`config.mk`:
```
export PLATFORM = sky130hd
export DESIGN_NAME = pwr_state_ctrl
export DESIGN_NICKNAME = d
export VERILOG_FILES = /design/src/pwr_state_pkg.sv /design/src/pwr_delay_counter.sv /design/src/pwr_state_ctrl.sv
export VERILOG_INCLUDE_DIRS = /design/src
export SDC_FILE = /design/constraint.sdc
export NUM_CORES = 1
export LEC_CHECK = 0
export ABC_AREA = 1
export BUFFER_PORTS_ARGS = -buffer_cell sky130_fd_sc_hd__buf_2
export CORE_AREA = 4 4 96 71
export CTS_CLUSTER_SIZE = 25
export DETAILED_ROUTE_END_ITERATION = 8
export DIE_AREA = 0 0 100 75
export PLACE_DENSITY = 0.58
export SLEW_MARGIN = 10
export SYNTH_ARGS = -nofsm -noshare
export SYNTH_HDL_FRONTEND = slang
export SYNTH_SLANG_ARGS = --single-unit
```
`constraint.sdc`:
```
create_clock -name CLK_SYS -period 2.2 [get_ports CLK_SYS]
set_clock_uncertainty 0.05 [all_clocks]
set_input_delay 0 -clock CLK_SYS [delete_from_list [all_inputs] [get_ports CLK_SYS]]
set_output_delay 0 -clock CLK_SYS [all_outputs]
set_load 0.01 [all_outputs]
```
`src/pwr_state_params.svh`:
```
// Timing and field constants for the power-state control block
`ifndef PWR_STATE_PARAMS_SVH
`define PWR_STATE_PARAMS_SVH
`define CLK_PERIOD_NS 40
`define CPDED_CYCLES 4'h4
`define PD_MIN_CYCLES 4'h3
`define MAX_SAVE_ENTRY_CYCLES 4'h8
`define CS_HOLD_MIN_NS 12
`define CS_HOLD_MIN_CYCLES ((`CS_HOLD_MIN_NS + `CLK_PERIOD_NS - 1) / `CLK_PERIOD_NS)
`define EXIT_LAT_CYCLES 4'h4
`define PAR_EXIT_NS 6
`define PAR_EXIT_CYCLES ((`PAR_EXIT_NS + `CLK_PERIOD_NS - 1) / `CLK_PERIOD_NS)
`define BANK_COUNT 16
`define BANK_IDX_W 4
`define BUSY_W 8
`define ZERO_BUSY 8'h00
`endif

```
`src/pwr_state_pkg.sv`:
```
// Types shared by the power-state control block
`default_nettype none
package pwr_state_pkg;
	typedef enum {
		ST_IDLE, ST_PD_PENDING, ST_PD, ST_PD_EXIT, ST_SAVE_ENTRY, ST_SAVE, ST_SAVE_EXIT, ST_RESET
	} pwr_state_type;
	typedef struct packed {
		logic cs_n;
		logic act_n;
		logic ras_n;
		logic cas_n;
		logic we_n;
	} cmd_bus_type;
	typedef struct packed {
		logic in_reset;
		logic precharge_pd;
		logic active_pd;
		logic max_save;
		logic cmd_rx_on;
		logic odt_rx_on;
		logic io_buf_on;
	} pwr_status_type;
endpackage
`default_nettype wire

```
`src/pwr_delay_counter.sv`:
```
// Down counter for fixed cycle delays
`timescale 1ns/1ps
`default_nettype none
`include "pwr_state_params.svh"
module pwr_delay_counter (
	input wire logic clk,
	input wire logic rst_n,
	input wire logic load,
	input wire logic [3:0] load_value,
	output logic done
);
	logic [3:0] count_reg;
	logic [3:0] count_next;
	assign count_next = load ? load_value : (count_reg != 4'h0 ? count_reg - 4'h1 : 4'h0);
	assign done = (count_reg == 4'h0) && !load;
	always_ff @(posedge clk or negedge rst_n) begin
		if (!rst_n) begin
			count_reg <= 4'h0;
		end else begin
			count_reg <= count_next;
		end
	end
endmodule
`default_nettype wire

```
`src/pwr_state_ctrl.sv`:
```
// Power-down and max power saving state control of the memory device
// Functional notes
// Controller uses no-op self refresh exit only with parity and CAL off.
// After self refresh exit only no-ops inside the chip-select hold window.
// No-op is CS low with ACT, RAS, CAS, WE high; device ignores it.
// No-op self refresh exit uses normal exit timing, not fast or abort.
// Power-down entered when CKE registered low with a deselect.
// Controller keeps CKE high during mode writes, ZQ, DLL lock, reads, writes.
// CKE low accepted during activate, precharge, refresh; those finish first.
// Controller resets DLL after exit if it was unlocked at entry.
// Precharge power-down when all banks closed, active power-down otherwise.
// Power-down turns off all buffers except clock, CKE and reset; the code keeps the ODT buffer on in power-down when ODT_OFF_IN_PD is 0.
// ODT mode bit: 0 keeps ODT buffer on, 1 drops nominal termination.
// Command receivers switch off once the disable delay passes after CKE low.
// DLL stays on in both power-downs; commands accepted after exit latency.
// Reset low during power-down leaves it and enters the reset state.
// Controller holds CKE low and high at least the minimum pulse time.
// Controller limits power-down to nine refresh intervals.
// Power-down exits on CKE registered high with a deselect.
// With parity, exit to command delay is max(4 clocks, 6 ns) plus latency.
// Max power saving mode entered by a mode register write.
// Controller disables parity, CAL and gear-down before that write.
// Only deselects until disable delay; then only CS, CKE, reset watched.
// In max power saving the device ignores commands except exit and reset.
// CS low at CKE rise exits max saving and clears its enable bit.
// Controller holds CS low 12 ns to exit time minus 10 ns.
`timescale 1ns/1ps
`default_nettype none
`include "pwr_state_params.svh"
module pwr_state_ctrl
	import pwr_state_pkg::*;
(
	// Clock and reset
	input wire logic CLK_SYS,
	input wire logic NRST,
	input wire logic RESET_N,
	// Command bus
	input wire logic CKE,
	input wire cmd_bus_type CMD,
	// Core state
	input wire logic [`BANK_COUNT-1:0] BANK_OPEN,
	input wire logic [`BUSY_W-1:0] BUSY_DEFERRABLE,
	input wire logic MAX_SAVE_WRITE,
	input wire logic ODT_OFF_IN_PD,
	input wire logic PARITY_EN,
	input wire logic [3:0] PARITY_LATENCY,
	// Status
	output pwr_status_type STATUS,
	output logic MAX_SAVE_ENABLE,
	output logic CMD_READY,
	output logic NOP_SEEN
);
	logic rst_sync1_reg;
	logic rst_sync2_reg;
	logic rst_n;
	pwr_state_type state_reg, state_next;
	logic cke_reg;
	logic enable_reg, enable_next;
	pwr_status_type status_reg, status_next;
	logic ready_reg, ready_next;
	logic nop_reg;
	logic any_bank_open;
	logic busy_any;
	logic is_nop;
	logic is_deselect;
	logic cke_rise;
	logic cke_fall;
	logic dly_load;
	logic [3:0] dly_value;
	logic dly_done;
	logic [3:0] exit_cycles;
	logic [3:0] par_cycles;

	always_ff @(posedge CLK_SYS or negedge NRST) begin
		if (!NRST) begin
			rst_sync1_reg <= 1'b0;
			rst_sync2_reg <= 1'b0;
		end else begin
			rst_sync1_reg <= 1'b1;
			rst_sync2_reg <= rst_sync1_reg;
		end
	end
	assign rst_n = rst_sync2_reg;

	// Per-bank open reduction
	logic [`BANK_COUNT:0] open_chain;
	assign open_chain[0] = 1'b0;
	genvar gi;
	generate
		for (gi = 0; gi < `BANK_COUNT; gi = gi + 1) begin : g_bank
			assign open_chain[gi+1] = open_chain[gi] | BANK_OPEN[gi];
		end
	endgenerate
	assign any_bank_open = open_chain[`BANK_COUNT];
	assign busy_any = BUSY_DEFERRABLE != `ZERO_BUSY;
	assign is_deselect = CMD.cs_n;
	assign is_nop = !CMD.cs_n && CMD.act_n && CMD.ras_n && CMD.cas_n && CMD.we_n;
	assign cke_rise = CKE && !cke_reg;
	assign cke_fall = !CKE && cke_reg;
	assign par_cycles = (`EXIT_LAT_CYCLES > 4'(`PAR_EXIT_CYCLES)) ? `EXIT_LAT_CYCLES
		: 4'(`PAR_EXIT_CYCLES);
	assign exit_cycles = PARITY_EN ? par_cycles + PARITY_LATENCY : `EXIT_LAT_CYCLES;

	pwr_delay_counter u_delay (
		.clk(CLK_SYS),
		.rst_n(rst_n),
		.load(dly_load),
		.load_value(dly_value),
		.done(dly_done)
	);

	always_comb begin
		state_next = state_reg;
		enable_next = enable_reg;
		dly_load = 1'b0;
		dly_value = 4'h0;
		ready_next = ready_reg;
		case (state_reg)
			ST_RESET: begin
				if (RESET_N) begin
					state_next = ST_IDLE;
					ready_next = 1'b1;
				end
			end
			ST_IDLE: begin
				if (MAX_SAVE_WRITE) begin
					state_next = ST_SAVE_ENTRY;
					enable_next = 1'b1;
					ready_next = 1'b0;
					dly_load = 1'b1;
					dly_value = `MAX_SAVE_ENTRY_CYCLES;
				end else if (cke_fall && is_deselect) begin
					state_next = ST_PD_PENDING;
					ready_next = 1'b0;
					dly_load = 1'b1;
					dly_value = `CPDED_CYCLES;
				end
			end
			ST_PD_PENDING: begin
				if (dly_done && !busy_any) begin
					state_next = ST_PD;
				end else if (CKE && is_deselect && !busy_any && dly_done) begin
					state_next = ST_PD_EXIT;
				end
			end
			ST_PD: begin
				if (CKE && is_deselect) begin
					state_next = ST_PD_EXIT;
					dly_load = 1'b1;
					dly_value = exit_cycles;
				end
			end
			ST_PD_EXIT: begin
				if (dly_done) begin
					state_next = ST_IDLE;
					ready_next = 1'b1;
				end
			end
			ST_SAVE_ENTRY: begin
				if (dly_done) begin
					state_next = ST_SAVE;
				end
			end
			ST_SAVE: begin
				if (cke_rise && !CMD.cs_n) begin
					state_next = ST_SAVE_EXIT;
					enable_next = 1'b0;
					dly_load = 1'b1;
					dly_value = exit_cycles;
				end
			end
			ST_SAVE_EXIT: begin
				if (dly_done) begin
					state_next = ST_IDLE;
					ready_next = 1'b1;
				end
			end
			default: begin
				state_next = ST_RESET;
			end
		endcase
		if (!RESET_N) begin
			state_next = ST_RESET;
			enable_next = 1'b0;
			ready_next = 1'b0;
		end
	end

	always_comb begin
		status_next = '0;
		status_next.in_reset = state_next == ST_RESET;
		status_next.precharge_pd = state_next == ST_PD && !any_bank_open;
		status_next.active_pd = state_next == ST_PD && any_bank_open;
		status_next.max_save = state_next == ST_SAVE || state_next == ST_SAVE_EXIT;
		status_next.cmd_rx_on = state_next != ST_PD && state_next != ST_SAVE;
		status_next.io_buf_on = status_next.cmd_rx_on;
		status_next.odt_rx_on = state_next == ST_PD ? !ODT_OFF_IN_PD
			: status_next.cmd_rx_on;
	end

	always_ff @(posedge CLK_SYS or negedge rst_n) begin
		if (!rst_n) begin
			state_reg <= ST_RESET;
			cke_reg <= 1'b1;
			enable_reg <= 1'b0;
			status_reg <= '0;
			ready_reg <= 1'b0;
			nop_reg <= 1'b0;
		end else begin
			state_reg <= state_next;
			cke_reg <= CKE;
			enable_reg <= enable_next;
			status_reg <= status_next;
			ready_reg <= ready_next;
			nop_reg <= is_nop && state_reg != ST_SAVE;
		end
	end

	assign STATUS = status_reg;
	assign MAX_SAVE_ENABLE = enable_reg;
	assign CMD_READY = ready_reg;
	assign NOP_SEEN = nop_reg;

	a_pd_entry: assert property (@(posedge CLK_SYS) disable iff (!rst_n)
		(state_reg == ST_IDLE && cke_fall && is_deselect && !MAX_SAVE_WRITE && RESET_N)
		|=> state_reg == ST_PD_PENDING)
		else $error("power-down entry missed");
	a_reset_wins: assert property (@(posedge CLK_SYS) disable iff (!rst_n)
		!RESET_N |=> state_reg == ST_RESET && STATUS.in_reset)
		else $error("reset did not force reset state");
	a_pd_kind: assert property (@(posedge CLK_SYS) disable iff (!rst_n)
		(state_reg == ST_PD && $past(state_reg) == ST_PD && $stable(BANK_OPEN)
		&& $past(RESET_N)) |-> (STATUS.active_pd == $past(any_bank_open)))
		else $error("wrong power-down kind");
	a_rx_off: assert property (@(posedge CLK_SYS) disable iff (!rst_n)
		(state_reg == ST_PD) |=> (!STATUS.cmd_rx_on || state_reg != ST_PD))
		else $error("receivers on in power-down");
	a_save_exit: assert property (@(posedge CLK_SYS) disable iff (!rst_n)
		(state_reg == ST_SAVE && cke_rise && !CMD.cs_n && RESET_N)
		|=> !MAX_SAVE_ENABLE && state_reg == ST_SAVE_EXIT)
		else $error("max saving exit failed");
	a_save_stay: assert property (@(posedge CLK_SYS) disable iff (!rst_n)
		(state_reg == ST_SAVE && !(cke_rise && !CMD.cs_n) && RESET_N)
		|=> state_reg == ST_SAVE)
		else $error("left max saving wrongly");
	a_entry_delay: assert property (@(posedge CLK_SYS) disable iff (!rst_n)
		(state_reg == ST_IDLE && MAX_SAVE_WRITE && RESET_N)
		|=> (state_reg == ST_SAVE_ENTRY || !RESET_N) [*8])
		else $error("entry delay too short");
	a_exit_latency: assert property (@(posedge CLK_SYS) disable iff (!rst_n)
		(state_reg == ST_PD_EXIT && RESET_N) |-> ##[1:40] (CMD_READY || state_reg == ST_RESET))
		else $error("exit latency not bounded");
	a_nop_flag: assert property (@(posedge CLK_SYS) disable iff (!rst_n)
		(is_nop && state_reg == ST_IDLE) |=> NOP_SEEN && $stable(MAX_SAVE_ENABLE))
		else $error("no-op mishandled");
	a_odt_mode: assert property (@(posedge CLK_SYS) disable iff (!rst_n)
		(state_next == ST_PD && RESET_N) |=> STATUS.odt_rx_on == !$past(ODT_OFF_IN_PD))
		else $error("odt buffer mode wrong");
	c_pd: cover property (@(posedge CLK_SYS) state_reg == ST_PD ##[1:20] state_reg == ST_IDLE);
	c_save: cover property (@(posedge CLK_SYS) state_reg == ST_SAVE ##1 state_reg == ST_SAVE_EXIT);
	c_reset: cover property (@(posedge CLK_SYS) state_reg == ST_PD ##1 state_reg == ST_RESET);
endmodule
`default_nettype wire

```
; Word-level counts from Yosys, hierarchy flattened
; Cells that the tools add are included.
[totals]
rom_bits = 0
output_inout_bits = 10
inputBits = 40
ramBits = 0
register_bits = 48
latch_bits = 0
memories = 0
[op_classes]
muxes = 33
n_bitwise = 15
shifts = 0
n_eq_ne = 20
mul = 0
n_reduce_logical = 32
magnitude_cmp = 0
n_addsub = 2
div_mod_pow = 0
[op_table]
columns = cell, count
row1 = 32-bit two-way mux, 9
row2 = 32-bit case mux with 7 select lines, 1
row3 = 32-bit by 3-bit equality test with 1-bit output (second input constant), 5
row4 = 32-bit by 4-bit equality test with 1-bit output (second input constant), 3
row5 = 32-bit by 2-bit equality test with 1-bit output (second input constant), 2
row6 = 32-bit by 4-bit != test with 1-bit output (second input constant), 2
row7 = 32-bit by 1-bit equality test with 1-bit output (second input constant), 1
row8 = 32-bit zero test, 1
row9 = 32-bit by 3-bit != test with 1-bit output (second input constant), 1
row10 = 4-bit two-way mux, 6
row11 = 1-bit logical AND, 17
row12 = 1-bit OR, 15
row13 = 1-bit two-way mux, 12
row14 = 4-bit case mux with 3 select lines, 1
row15 = 8-bit nonzero test, 1
row16 = 1-bit zero test, 7
row17 = 3-bit != test (second input constant), 2
row18 = 1-bit case mux with 3 select lines, 2
row19 = 3-bit AND reduction, 2
row20 = 3-bit by 4-bit adder with 4-bit output (first input constant), 1
row21 = 4-bit zero test, 1
row22 = 4-bit by 2-bit != test with 1-bit output (second input constant), 1
row23 = 4-bit != test (second input constant), 1
row24 = 4-bit nonzero test, 1
row25 = other kinds (7), 7

; Logic depth before layout (Yosys ltp)
; Gate-level depths: netlist of the first run.
[depth]
word_depth = 17
ltp_mapped = 18

; Hierarchy
; A second synthesis of the first run with hierarchy kept.
[hier_totals]
hier_cells = 240
area_unflattened_um2 = 2132.0
[modules_own_cells]
columns = mod, area_per_inst_um2, seq_area_each_um2, cells_per_inst, n_inst
row1 = pwr_state_ctrl, 1929.4, 1106.1, 213, 1
row2 = pwr_delay_counter, 202.7, 100.1, 27, 1

; Worst setup path before layout of the first run
; No wires, ideal clock.
[synth_timing]
kind = reg-to-reg
startpoint = reg state_reg[0]
endpoint = reg status_reg (netlist bit STATUS[1])
path_buffers = 0
slack_ns = 0.291
arrival_time_ns = 1.743
required_ns = 2.033
stages_incl_launch_ff = 14
path_cell_list = dfstp_2 nand2_1 nor2_2 nand2_1 nor2_2 nand3_2 nand4_2 a21oi_1 nor2_4 nand2_4 nor2_4 nand2_4 nand2_2 nand2_1
[synth_lines]
columns = item, line_no
row1 = "start, declared", pwr_state_ctrl.sv:56  ; pwr_state_type state_reg, state_next;
row2 = "start signal, assigned", pwr_state_ctrl.sv:210  ; state_reg <= state_next;
row3 = "end signal, assigned", pwr_state_ctrl.sv:213  ; status_reg <= status_next;
row4 = "end, declared", pwr_state_ctrl.sv:59  ; pwr_status_type status_reg, status_next;

==> results.sh, run 1 <==
export IMPL_die_height_um=75
export IMPL_yosys_area_top_type="dfrtp_1"
export IMPL_gp_congestion=0.8228
export IMPL_status="complete, no violations"
export IMPL_cp_top_family="simple AND/OR/NAND/NOR gates"
export IMPL_largest_reg_flops=32
export IMPL_drtAntennaViolNets=0
export IMPL_clkTransAtPathRegs_ns=0.09
export IMPL_clock_sinks=48
export IMPL_crit_path_start_kind="flop"
export IMPL_drt_iter0_drc=48
export IMPL_period_share_pct=96.95
export IMPL_syn_area_per_cell_sq_um=9.151
export IMPL_switching_share_pct=22.80
export IMPL_hold_path_startpoint="BANK_OPEN[7]"
export IMPL_synth_area_sq_um=2306
export IMPL_wl_mm=4.324
export IMPL_worstSkewPairLatency_ns=0.29
export IMPL_worstMarginPinSlew_ns=0.5304
export IMPL_cts_root_buf="clkbuf_8"
export IMPL_setup_violations=0
export IMPL_die_area_sq_um=7500
export IMPL_grt_overflow_total=0
export IMPL_grt_pass1_wl_mm=7.362
export IMPL_setup_slack_ns=0.06701
export IMPL_route_detailed_drc=0
export IMPL_ios=50
export IMPL_worstSetupPathType="flop to flop"
export IMPL_critPathBufInv=0
export IMPL_final_util_pct=52.85
export IMPL_antenna_found_initial=0
export IMPL_die_w_um=100
export IMPL_max_freq_ghz=0.4688
export IMPL_num_vias=1826
export IMPL_synthFlopType="dfrtp_1"
export IMPL_hold_viol_final=0
export IMPL_slowest_delay_ns=0.60
export IMPL_hpwl_mm=3.318
export IMPL_finalMaxSlewViolations=0
export IMPL_power_frac_comb_pct=7.3
export IMPL_synth_area_top_cells="dfrtp_1 48%, nand2_1 7.7%, inv_1 5.2%"
export IMPL_core_sq_um=5976
export IMPL_min_period_ns=2.133
export IMPL_p_switching_mw=0.3633
export IMPL_final_nets=402
export IMPL_end_kind="flop"
export IMPL_grt_max_degree=25
export IMPL_clockBufferDepth=2
export IMPL_cts_buffers=5
export IMPL_power_internal_mw=1.230
export IMPL_synth_common_cells="47 x nand2_1, 44 x dfrtp_1, 32 x inv_1"
export IMPL_max_slew_margin_pct=64.64
export IMPL_total_power_mw=1.593
export IMPL_yosysMostFrequentCell="nand2_1"
export IMPL_crit_start="state_reg[0]$_DFF_PN1_"
export IMPL_port_buffers=49
export IMPL_wl_per_cell_um=9.805
export IMPL_yosysUniqueCellTypes=31
export IMPL_pre_cts_slack_ns=0.1016
export IMPL_seqPwrFrac_pct=58.4
export IMPL_viasPerCell=4.141
export IMPL_synth_seq_cells=48
export IMPL_path_cells="nand2_1 -> nor2_2 -> nand2_1 -> nor2_2 -> nand3_4 -> nand4_4 -> a21oi_1 -> nor2_4 -> nand2_4 -> nor2_4 -> nand2_4 -> nand2_2 -> nand2_1"
export IMPL_syn_to_final_growth_pct=36.95
export IMPL_reg2reg_from="state_reg[0]$_DFF_PN1_"
export IMPL_p_leak_nw=1.686
export IMPL_grt_pass1_vias=1697
export IMPL_yosys_warnings=0
export IMPL_worstPathRequired_ns=2.35
export IMPL_h_tree_depth=2
export IMPL_p_clk_share_pct=34.2
export IMPL_first_pass_iters=4
export IMPL_cap_violations=0
export IMPL_netlist_area_leader_share_pct=47.75
export IMPL_rsz0062_at_grt="true"
export IMPL_ir_worst_vdd_mv=0.2364
export IMPL_fin_area_sq_um=3158
export IMPL_drive_above_1_share_pct=35.54
export IMPL_grt_usage_pct=12.31
export IMPL_synthCells=252
export IMPL_arrival_ns=2.28
export IMPL_n_antenna_cell=0
export IMPL_start_util_pct=38.59
export IMPL_std_cell_rows=24
export IMPL_ys_async_sr_fraction_pct=100.0
export IMPL_place_area_sq_um=2775
export IMPL_cts_tree="done"
export IMPL_totalNegativeSetupSlack_ns=0
export IMPL_p_per_area_nw_per_um2=504.5
export IMPL_holdCritPathClass="input pin to flop"
export IMPL_cp_max_fo=5
export IMPL_crit_path_top_delay_cell="dfstp_2"
export IMPL_crit_top_cell="nand2_1"
export IMPL_synth_edf_count=0
export IMPL_seq_area_frac_synth_pct=52.31
==> worst register-to-register path, cell delays in order, from the launching register on <==
cell,delay [ns]
dfstp_2,0.60
nand2_1,0.08
nor2_2,0.13
nand2_1,0.08
nor2_2,0.19
nand3_4,0.13
nand4_4,0.12
a21oi_1,0.10
nor2_4,0.13
nand2_4,0.08
nor2_4,0.15
nand2_4,0.08
nand2_2,0.07
nand2_1,0.04
==> layout make-up <==
class / instances / area (sq um)
fillers: 574 / 2818
flip-flops and latches: 48 / 1207
multi-input cells: 191 / 1096
repair buffers: 76 / 503.0
inverters: 40 / 157.7
well taps: 78 / 97.59
clock buffers: 6 / 82.58
clock inverters: 2 / 13.76
==> what timing repair did <==
item,in CTS,in global routing
endpoints found under the setup margin,0,4
setup buffers,0,8
resized for setup,0,15
hold buffers,17,0
hold endpoints to repair,12,0
==> power groups by stage <==
stage	Sequential (mW)	Clock (mW)	Combinational, mW
2_1_floorplan	0.950	0	0.0391
3_3_place_gp	0.948	0	0.0947
3_5_place_dp	0.949	0	0.0957
4_1_cts	0.932	0.576	0.116
5_1_grt	0.937	0.614	0.137
6_report	0.931	0.545	0.117
==> placed cells by master, fill, tap and decap left out, types with 6 or more instances in the layout <==
cell type,count
buf_2,49
buf_4,9
clkbuf_8,6
conb_1,30
dfrtp_1,43
dlygate4sd3_1,17
inv_1,32
nand2_1,43
nand2_2,10
nand2_4,8
nand3_1,17
nor2_1,22
nor2_2,14
nor2_4,7
nor4_1,6
==> routing by layer <==
layer,GRT usage (%),vias up,part of all wire [%]
met3,3.519,2,5.9
met1,17.79,801,50
met5,0,-,0
met4,2.691,0,0.46
met2,18.55,42,44
li1,-,981,-
==> metrics by stage <==
stage,instances,hold WS (ns)
after floorplan,280,-0.3456
after global placement,408,-0.2636
after detailed placement,408,-0.2633
after CTS,433,0.01805
after global routing,441,0.05177
final,441,0.02759
==> path summary, 6_finish.rpt <==
| kind | endpoint | slack (ns) | depth (start not counted) |
|---|---|---|---|
| worst max-delay path | STATUS[1]$_DFF_PN0_ | 0.07 | 13 |
| worst min-delay path | STATUS[4]$_DFF_PN0_ | 0.03 | 5 |
| worst max register to register | STATUS[1]$_DFF_PN0_ | 0.07 | 13 |
| worst min register to register | state_reg[15]$_DFF_PN0_ | 0.20 | 0 |
| max in group asynchronous | cke_reg$_DFF_PN1_ | 1.32 | 1 |
| min in group asynchronous | state_reg[15]$_DFF_PN0_ | 0.20 | 0 |
==> kinds of logic (layout without fill, tap and decap cells) <==
kind of cell    after synthesis  after routing  synth area share (%)
buf+inv                      41            124                 6.945
flops                        48             48                 52.31
simple gates                143            143                 35.27
xor+xnor                      1              1                0.3799
compound gates               17             17                 4.775
other cells                   2             30                0.3257
(Power assumes the default switching activity.)
==> run 2: changes to the inputs <==
--- a/config.mk
+++ b/config.mk
@@ -12,7 +12,7 @@
 export CTS_CLUSTER_SIZE = 25
 export DETAILED_ROUTE_END_ITERATION = 8
 export DIE_AREA = 0 0 100 75
-export PLACE_DENSITY = 0.58
+export PLACE_DENSITY = 0.6
 export SLEW_MARGIN = 10
 export SYNTH_ARGS = -nofsm -noshare
 export SYNTH_HDL_FRONTEND = slang
==> constraint.sdc (replaced) <==
create_clock -name CLK_SYS -period 1.9 [get_ports CLK_SYS]
set_clock_uncertainty 0.05 [all_clocks]
set_input_delay 0 -clock CLK_SYS [delete_from_list [all_inputs] [get_ports CLK_SYS]]
set_output_delay 0 -clock CLK_SYS [all_outputs]
set_load 0.01 [all_outputs]
==> run 2 against run 1 <==
Effect of this change:
- the run now ends with negative setup slack left
- worst hold slack lost 0.021 ns
- die area stayed put
- clock power rose by 16%
- non-clock buffer count is 23 higher
- critical path depth grew 4
- sequential share of layout area is 2.7 points lower
- routed wire length grew 12%
- global-route usage increased by 1.5 points
- largest cell class unchanged
- largest power group unchanged
==> results.sh, run 2 (synthesis gave the netlist of run 1 again) <==
export IMPL_status="complete, but fails checks"
export IMPL_failed_checks="negative setup slack"
export IMPL_grt_pass1_wl_mm=8.245
export IMPL_arrival_ns=2.21
export IMPL_cts_root_buf="clkbuf_8"
export IMPL_rsz0062_at_grt="true"
export IMPL_pre_cts_slack_ns=-0.1818
export IMPL_drtAntennaViolNets=0
export IMPL_place_area_sq_um=2933
export IMPL_use_met3_pct=3.426
export IMPL_die_height_um=75
export IMPL_wl_mm=4.823
export IMPL_setup_slack_ns=-0.1711
export IMPL_max_freq_ghz=0.4828
export IMPL_num_fill_cells=537
export IMPL_drt_iter0_drc=58
export IMPL_holdCritPathClass="input pin to flop"
export IMPL_cts_buffers=5
export IMPL_worstSkewPairLatency_ns=0.29
export IMPL_ios=50
export IMPL_port_buffers=49
export IMPL_end_kind="flop"
export IMPL_top_usage_layer="met2"
export IMPL_ir_worst_vdd_mv=0.2990
export IMPL_cp_max_fo=5
export IMPL_final_util_pct=56.85
export IMPL_final_common_cell="buf_2"
export IMPL_fin_area_sq_um=3397
export IMPL_seq_area_sq_um=1207
export IMPL_dpl_cell_count=429
export IMPL_clock_sinks=48
export IMPL_die_w_um=100
export IMPL_p_leak_nw=1.819
export IMPL_p_per_area_nw_per_um2=548.0
export IMPL_hpwl_mm=3.640
export IMPL_min_period_ns=2.071
export IMPL_worstSetupPathType="flop to flop"
export IMPL_met1_usage_pct=18.97
export IMPL_die_area_sq_um=7500
export IMPL_syn_to_final_growth_pct=47.31
export IMPL_final_cell_mix="49 x buf_2, 43 x dfrtp_1, 37 x nand2_1, 30 x inv_1, 30 x conb_1"
export IMPL_h_tree_depth=2
export IMPL_final_nets=425
export IMPL_std_cell_rows=24
export IMPL_first_pass_iters=4
export IMPL_grt_max_degree=27
export IMPL_finalMaxSlewViolations=0
export IMPL_antenna_found_initial=0
export IMPL_route_detailed_drc=0
export IMPL_holdWs_ns=0.006986
export IMPL_stdcell_count=464
export IMPL_grt_overflow_total=0
export IMPL_cts_tree="done"
export IMPL_multi_input_area_sq_um=1150
export IMPL_num_vias=1918
export IMPL_hold_viol_final=0
export IMPL_setup_violations=7
export IMPL_n_antenna_cell=0
export IMPL_grtUsageMet2_pct=22.76
export IMPL_gp_congestion=0.8613
export IMPL_worstPathRequired_ns=2.04
export IMPL_wl_per_cell_um=10.39
export IMPL_grt_pass1_vias=1884
export IMPL_clkTransAtPathRegs_ns=0.09
export IMPL_grt_usage_pct=13.83
export IMPL_drive_above_1_share_pct=41.45
export IMPL_cap_violations=0
export IMPL_crit_path_start_kind="flop"
export IMPL_core_sq_um=5976
export IMPL_largest_reg_flops=32
export IMPL_clockBufferDepth=2
export IMPL_totalNegativeSetupSlack_ns=-0.7150
export IMPL_start_util_pct=38.59
export IMPL_period_share_pct=109.0
export IMPL_total_power_mw=1.861
export IMPL_viasPerCell=4.134
run 2: final timing paths:
kind / from / end / slack, ns / cells past startpoint
max: state_reg[0]$_DFF_PN1_ / STATUS[1]$_DFF_PN0_ / -0.17 / 17
min: PARITY_LATENCY[1] / u_delay.count_reg[1]$_DFF_PN0_ / 0.007 / 3
max reg2reg: state_reg[0]$_DFF_PN1_ / STATUS[1]$_DFF_PN0_ / -0.17 / 17
min reg2reg: rst_n$_DFF_PN0_ / state_reg[12]$_DFF_PN0_ / 0.17 / 0
max in group asynchronous: rst_n$_DFF_PN0_ / cke_reg$_DFF_PN1_ / 1.06 / 1
min in group asynchronous: rst_n$_DFF_PN0_ / state_reg[12]$_DFF_PN0_ / 0.17 / 0
run 2: timing repair:
| action | 4_1_cts | 5_1_grt |
|---|---|---|
| gates resized for setup | 14 | 19 |
| pin swaps | 10 | 19 |
| setup buffers | 5 | 2 |
| hold buffers | 21 | 0 |
| setup endpoints to repair | 7 | 14 |
| endpoints found under the hold margin | 11 | 0 |
run 2: routing by layer:
metal / vias up / share of wire (%) / wire, um
met2: 38 / 48 / 2314
li1: 1025 / - / -
met5: - / 0 / 0
met3: 2 / 4.7 / 227
met4: 0 / 0.35 / 17
met1: 853 / 47 / 2264
run 2: cell type report:
type / instances / area share [%]
sequential: 48 / 35.54
inverter: 40 / 4.494
clock buffer: 6 / 2.431
tap: 78 / 2.873
multi-input combinational: 191 / 33.85
clock inverter: 2 / 0.4052
timing repair buffer: 99 / 20.41
run 2: worst max-delay path: stages (launching register included):
cell	delay (ns)
dfstp_2	0.59
inv_2	0.07
nand2_2	0.08
nor2_2	0.05
nand2_2	0.07
nor2_4	0.05
nand3_4	0.11
nand2_4	0.08
nor2_4	0.12
nand3_2	0.08
nand2_2	0.10
nand2_2	0.06
nand2_2	0.08
nand2_4	0.06
nor2_4	0.12
nand2_4	0.08
nand2_2	0.07
nand2_1	0.05
run 2: power by group:
group          total (mW)  switching (mW)  internal (mW)
sequential           1.08          0.0212           1.06
combinational       0.150          0.0723         0.0777
clock               0.633           0.336          0.298
total                1.86           0.429           1.43
==> run 3: changes to the inputs <==
--- a/config.mk
+++ b/config.mk
@@ -6,13 +6,13 @@
 export SDC_FILE = /design/constraint.sdc
 export NUM_CORES = 1
 export LEC_CHECK = 0
-export ABC_AREA = 1
+export ABC_AREA = 0
 export BUFFER_PORTS_ARGS = -buffer_cell sky130_fd_sc_hd__buf_2
-export CORE_AREA = 4 4 96 71
+export CORE_AREA = 4 4 89 66
 export CTS_CLUSTER_SIZE = 25
 export DETAILED_ROUTE_END_ITERATION = 8
-export DIE_AREA = 0 0 100 75
-export PLACE_DENSITY = 0.6
+export DIE_AREA = 0 0 93 70
+export PLACE_DENSITY = 0.61
 export SLEW_MARGIN = 10
 export SYNTH_ARGS = -nofsm -noshare
 export SYNTH_HDL_FRONTEND = slang
==> run 3 against run 2 <==
Effect of this change:
- the run still ends with negative setup slack left
- clock power decreased by 9.5%
- critical path depth decreased by 11
- sequential share of layout area increased by 4.0 points
- fmax decreased by 3.6%
- first-iteration DRC count increased by 6.9%
==> results.sh, run 3 <==
export IMPL_status="complete, but fails checks"
export IMPL_failed_checks="negative setup slack"
export IMPL_gp_congestion=0.8147
export IMPL_viasPerCell=4.577
export IMPL_synth_common_cells="44 x dfrtp_1, 14 x nor4_1, 8 x nand2_1, 8 x nor2_1, 6 x nand3_1"
export IMPL_grt_usage_pct=14.64
export IMPL_die_w_um=93
export IMPL_die_height_um=70
export IMPL_synth_area_sq_um=1961
export IMPL_final_nets=333
export IMPL_netlist_area_leader_share_pct=56.16
export IMPL_ir_worst_vdd_mv=0.3566
export IMPL_synthFlopType="dfrtp_1"
export IMPL_rsz0062_at_grt="true"
export IMPL_cap_violations=0
export IMPL_core_sq_um=5065
export IMPL_max_freq_ghz=0.4653
export IMPL_path_cells="or4bb_4 -> o22ai_4 -> a211oi_4 -> mux2i_2 -> nand4_1 -> a21boi_2"
export IMPL_cts_buffers=5
export IMPL_synth_compound_area_share_pct=10.47
export IMPL_cp_max_fo=4
export IMPL_worstSkewPairLatency_ns=0.30
export IMPL_antenna_found_initial=0
export IMPL_hpwl_mm=3.094
export IMPL_synth_area_top_cells="dfrtp_1 56%, dfstp_2 5.4%, nor4_1 4.5%"
export IMPL_drt_iter0_drc=62
export IMPL_muxShareOfSynthArea_pct=1.021
export IMPL_dpl_cell_count=336
export IMPL_reg2reg_from="state_reg[0]$_DFF_PN1_"
export IMPL_grt_max_degree=47
export IMPL_synth_xor_area_share_pct=0.8934
export IMPL_max_slew_margin_pct=63.57
export IMPL_yosys_warnings=0
export IMPL_synth_top_family_by_area="simple AND/OR/NAND/NOR gates"
export IMPL_final_common_cell="buf_2"
export IMPL_finalMaxSlewViolations=0
export IMPL_die_area_sq_um=6510
export IMPL_worstMarginPinSlew_ns=0.5465
export IMPL_grt_overflow_total=0
export IMPL_holdCritPathClass="input pin to flop"
export IMPL_clockBufferDepth=2
export IMPL_ys_async_sr_fraction_pct=100.0
export IMPL_min_period_ns=2.149
export IMPL_synth_seq_cells=48
export IMPL_syn_area_per_cell_sq_um=12.41
export IMPL_yosys_area_top_type="dfrtp_1"
export IMPL_route_detailed_drc=0
export IMPL_totalNegativeSetupSlack_ns=-1.426
export IMPL_std_cell_rows=22
export IMPL_synthCells=158
export IMPL_setup_slack_ns=-0.2491
export IMPL_grt_pass1_wl_mm=7.541
export IMPL_port_buffers=49
export IMPL_first_pass_iters=4
export IMPL_worstPathRequired_ns=2.04
export IMPL_synthSimpleGateAreaFrac_pct=23.10
export IMPL_yosysMostFrequentCell="dfrtp_1"
export IMPL_drtAntennaViolNets=0
export IMPL_synth_edf_count=0
export IMPL_hold_viol_final=0
export IMPL_clkTransAtPathRegs_ns=0.08
export IMPL_crit_path_start_kind="flop"
export IMPL_slowest_delay_ns=0.56
export IMPL_p_per_area_nw_per_um2=631.5
export IMPL_yosysUniqueCellTypes=52
export IMPL_ios=50
export IMPL_start_util_pct=38.71
export IMPL_final_cell_mix="49 x buf_2, 43 x dfrtp_1, 33 x buf_4, 30 x conb_1, 20 x dlygate4sd3_1"
export IMPL_wl_mm=4.533
export IMPL_wl_per_cell_um=12.39
export IMPL_crit_path_top_delay_cell="or4bb_4"
export IMPL_n_antenna_cell=0
export IMPL_drive_above_1_share_pct=43.88
export IMPL_num_vias=1675
export IMPL_holdWs_ns=0.1012
export IMPL_clock_sinks=48
export IMPL_h_tree_depth=2
export IMPL_syn_to_final_growth_pct=55.90
export IMPL_arrival_ns=2.29
export IMPL_stdcell_count=366
export IMPL_seq_area_frac_synth_pct=61.52
export IMPL_largest_reg_flops=32
export IMPL_worstSetupPathType="flop to flop"
export IMPL_grt_pass1_vias=1666
export IMPL_p_leak_nw=1.382
export IMPL_setup_violations=12
export IMPL_hold_path_startpoint="PARITY_LATENCY[3]"
export IMPL_period_share_pct=113.1
export IMPL_cts_tree="done"
export IMPL_cts_root_buf="clkbuf_8"
export IMPL_synth_adder_area_share_pct=0.5105
export IMPL_crit_start="state_reg[0]$_DFF_PN1_"
export IMPL_end_kind="flop"
-- run 3: where the power goes --
part           internal [mW]  switching (mW)
Sequential              1.07          0.0208
Clock                  0.257           0.316
Combinational          0.142           0.127
-- run 3: timing repair --
action / CTS / global route
resized for setup: 14 / 17
hold buffers: 20 / 0
pin swaps: 8 / 10
endpoints found under the setup margin: 13 / 15
setup buffers: 1 / 2
endpoints found under the hold margin: 13 / 0
-- run 3: cell type report --
cell class / count / area [sq um]
clock buffers: 6 / 72.57
clock inverters: 2 / 12.51
fillers: 440 / 2008
inverters: 3 / 11.26
multi-input cells: 131 / 947.2
flip-flops and latches: 48 / 1207
well taps: 72 / 90.09
repair buffers: 104 / 715.7
-- run 3: cells by family (layout without fill, tap and decap cells) --
group / after synthesis / count (layout)
mux: 2 / 2
compound gates: 25 / 25
flops: 48 / 48
fa+ha+maj: 1 / 1
simple gates: 71 / 71
xor+xnor: 2 / 2
buf+inv: 7 / 115
other cells: 2 / 30
-- run 3: final timing paths --
path                       slack, ns                              to  cells past startpoint
setup / recovery               -0.25             STATUS[0]$_DFF_PN0_                      6
hold / removal                  0.10  u_delay.count_reg[3]$_DFF_PN0_                      4
setup reg to reg               -0.25             STATUS[0]$_DFF_PN0_                      6
hold reg to reg                 0.28         state_reg[12]$_DFF_PN0_                      1
max in group asynchronous       1.14          state_reg[1]$_DFF_PN1_                      1
min in group asynchronous       0.28         state_reg[12]$_DFF_PN0_                      1
-- run 3: metrics by stage --
| step | instance area (sq um) | worst slack (ns) | util, % | total power [mW] |
|---|---|---|---|---|
| 2_1_floorplan | 2082 | -0.2458 | - | 1.204 |
| 3_3_place_gp | 2626 | -0.2280 | 51.85 | 1.318 |
| 3_5_place_dp | 2626 | -0.2620 | 51.85 | 1.321 |
| 4_1_cts | 2974 | -0.2563 | 58.72 | 1.939 |
| 5_1_grt | 3057 | -0.3484 | 60.35 | 2.040 |
| 6_report | 3057 | -0.2491 | 60.35 | 1.930 |
-- run 3: worst max-delay path: cells and delay by family, from the launching register on --
kind | cells | cell delay [ns]
compound gates | 3 | 0.46
simple gates | 2 | 0.74
flops | 1 | 0.53
mux | 1 | 0.26
-- run 3: per-layer routing --
metal,global-route usage [%],share of wire (%),up-vias,routed length (um)
met2,22.43,46,59,2091
met1,19.88,47,780,2116
met3,3.660,5.9,8,269
met4,5.854,1.2,0,55
li1,-,-,828,-
met5,0,0,-,0
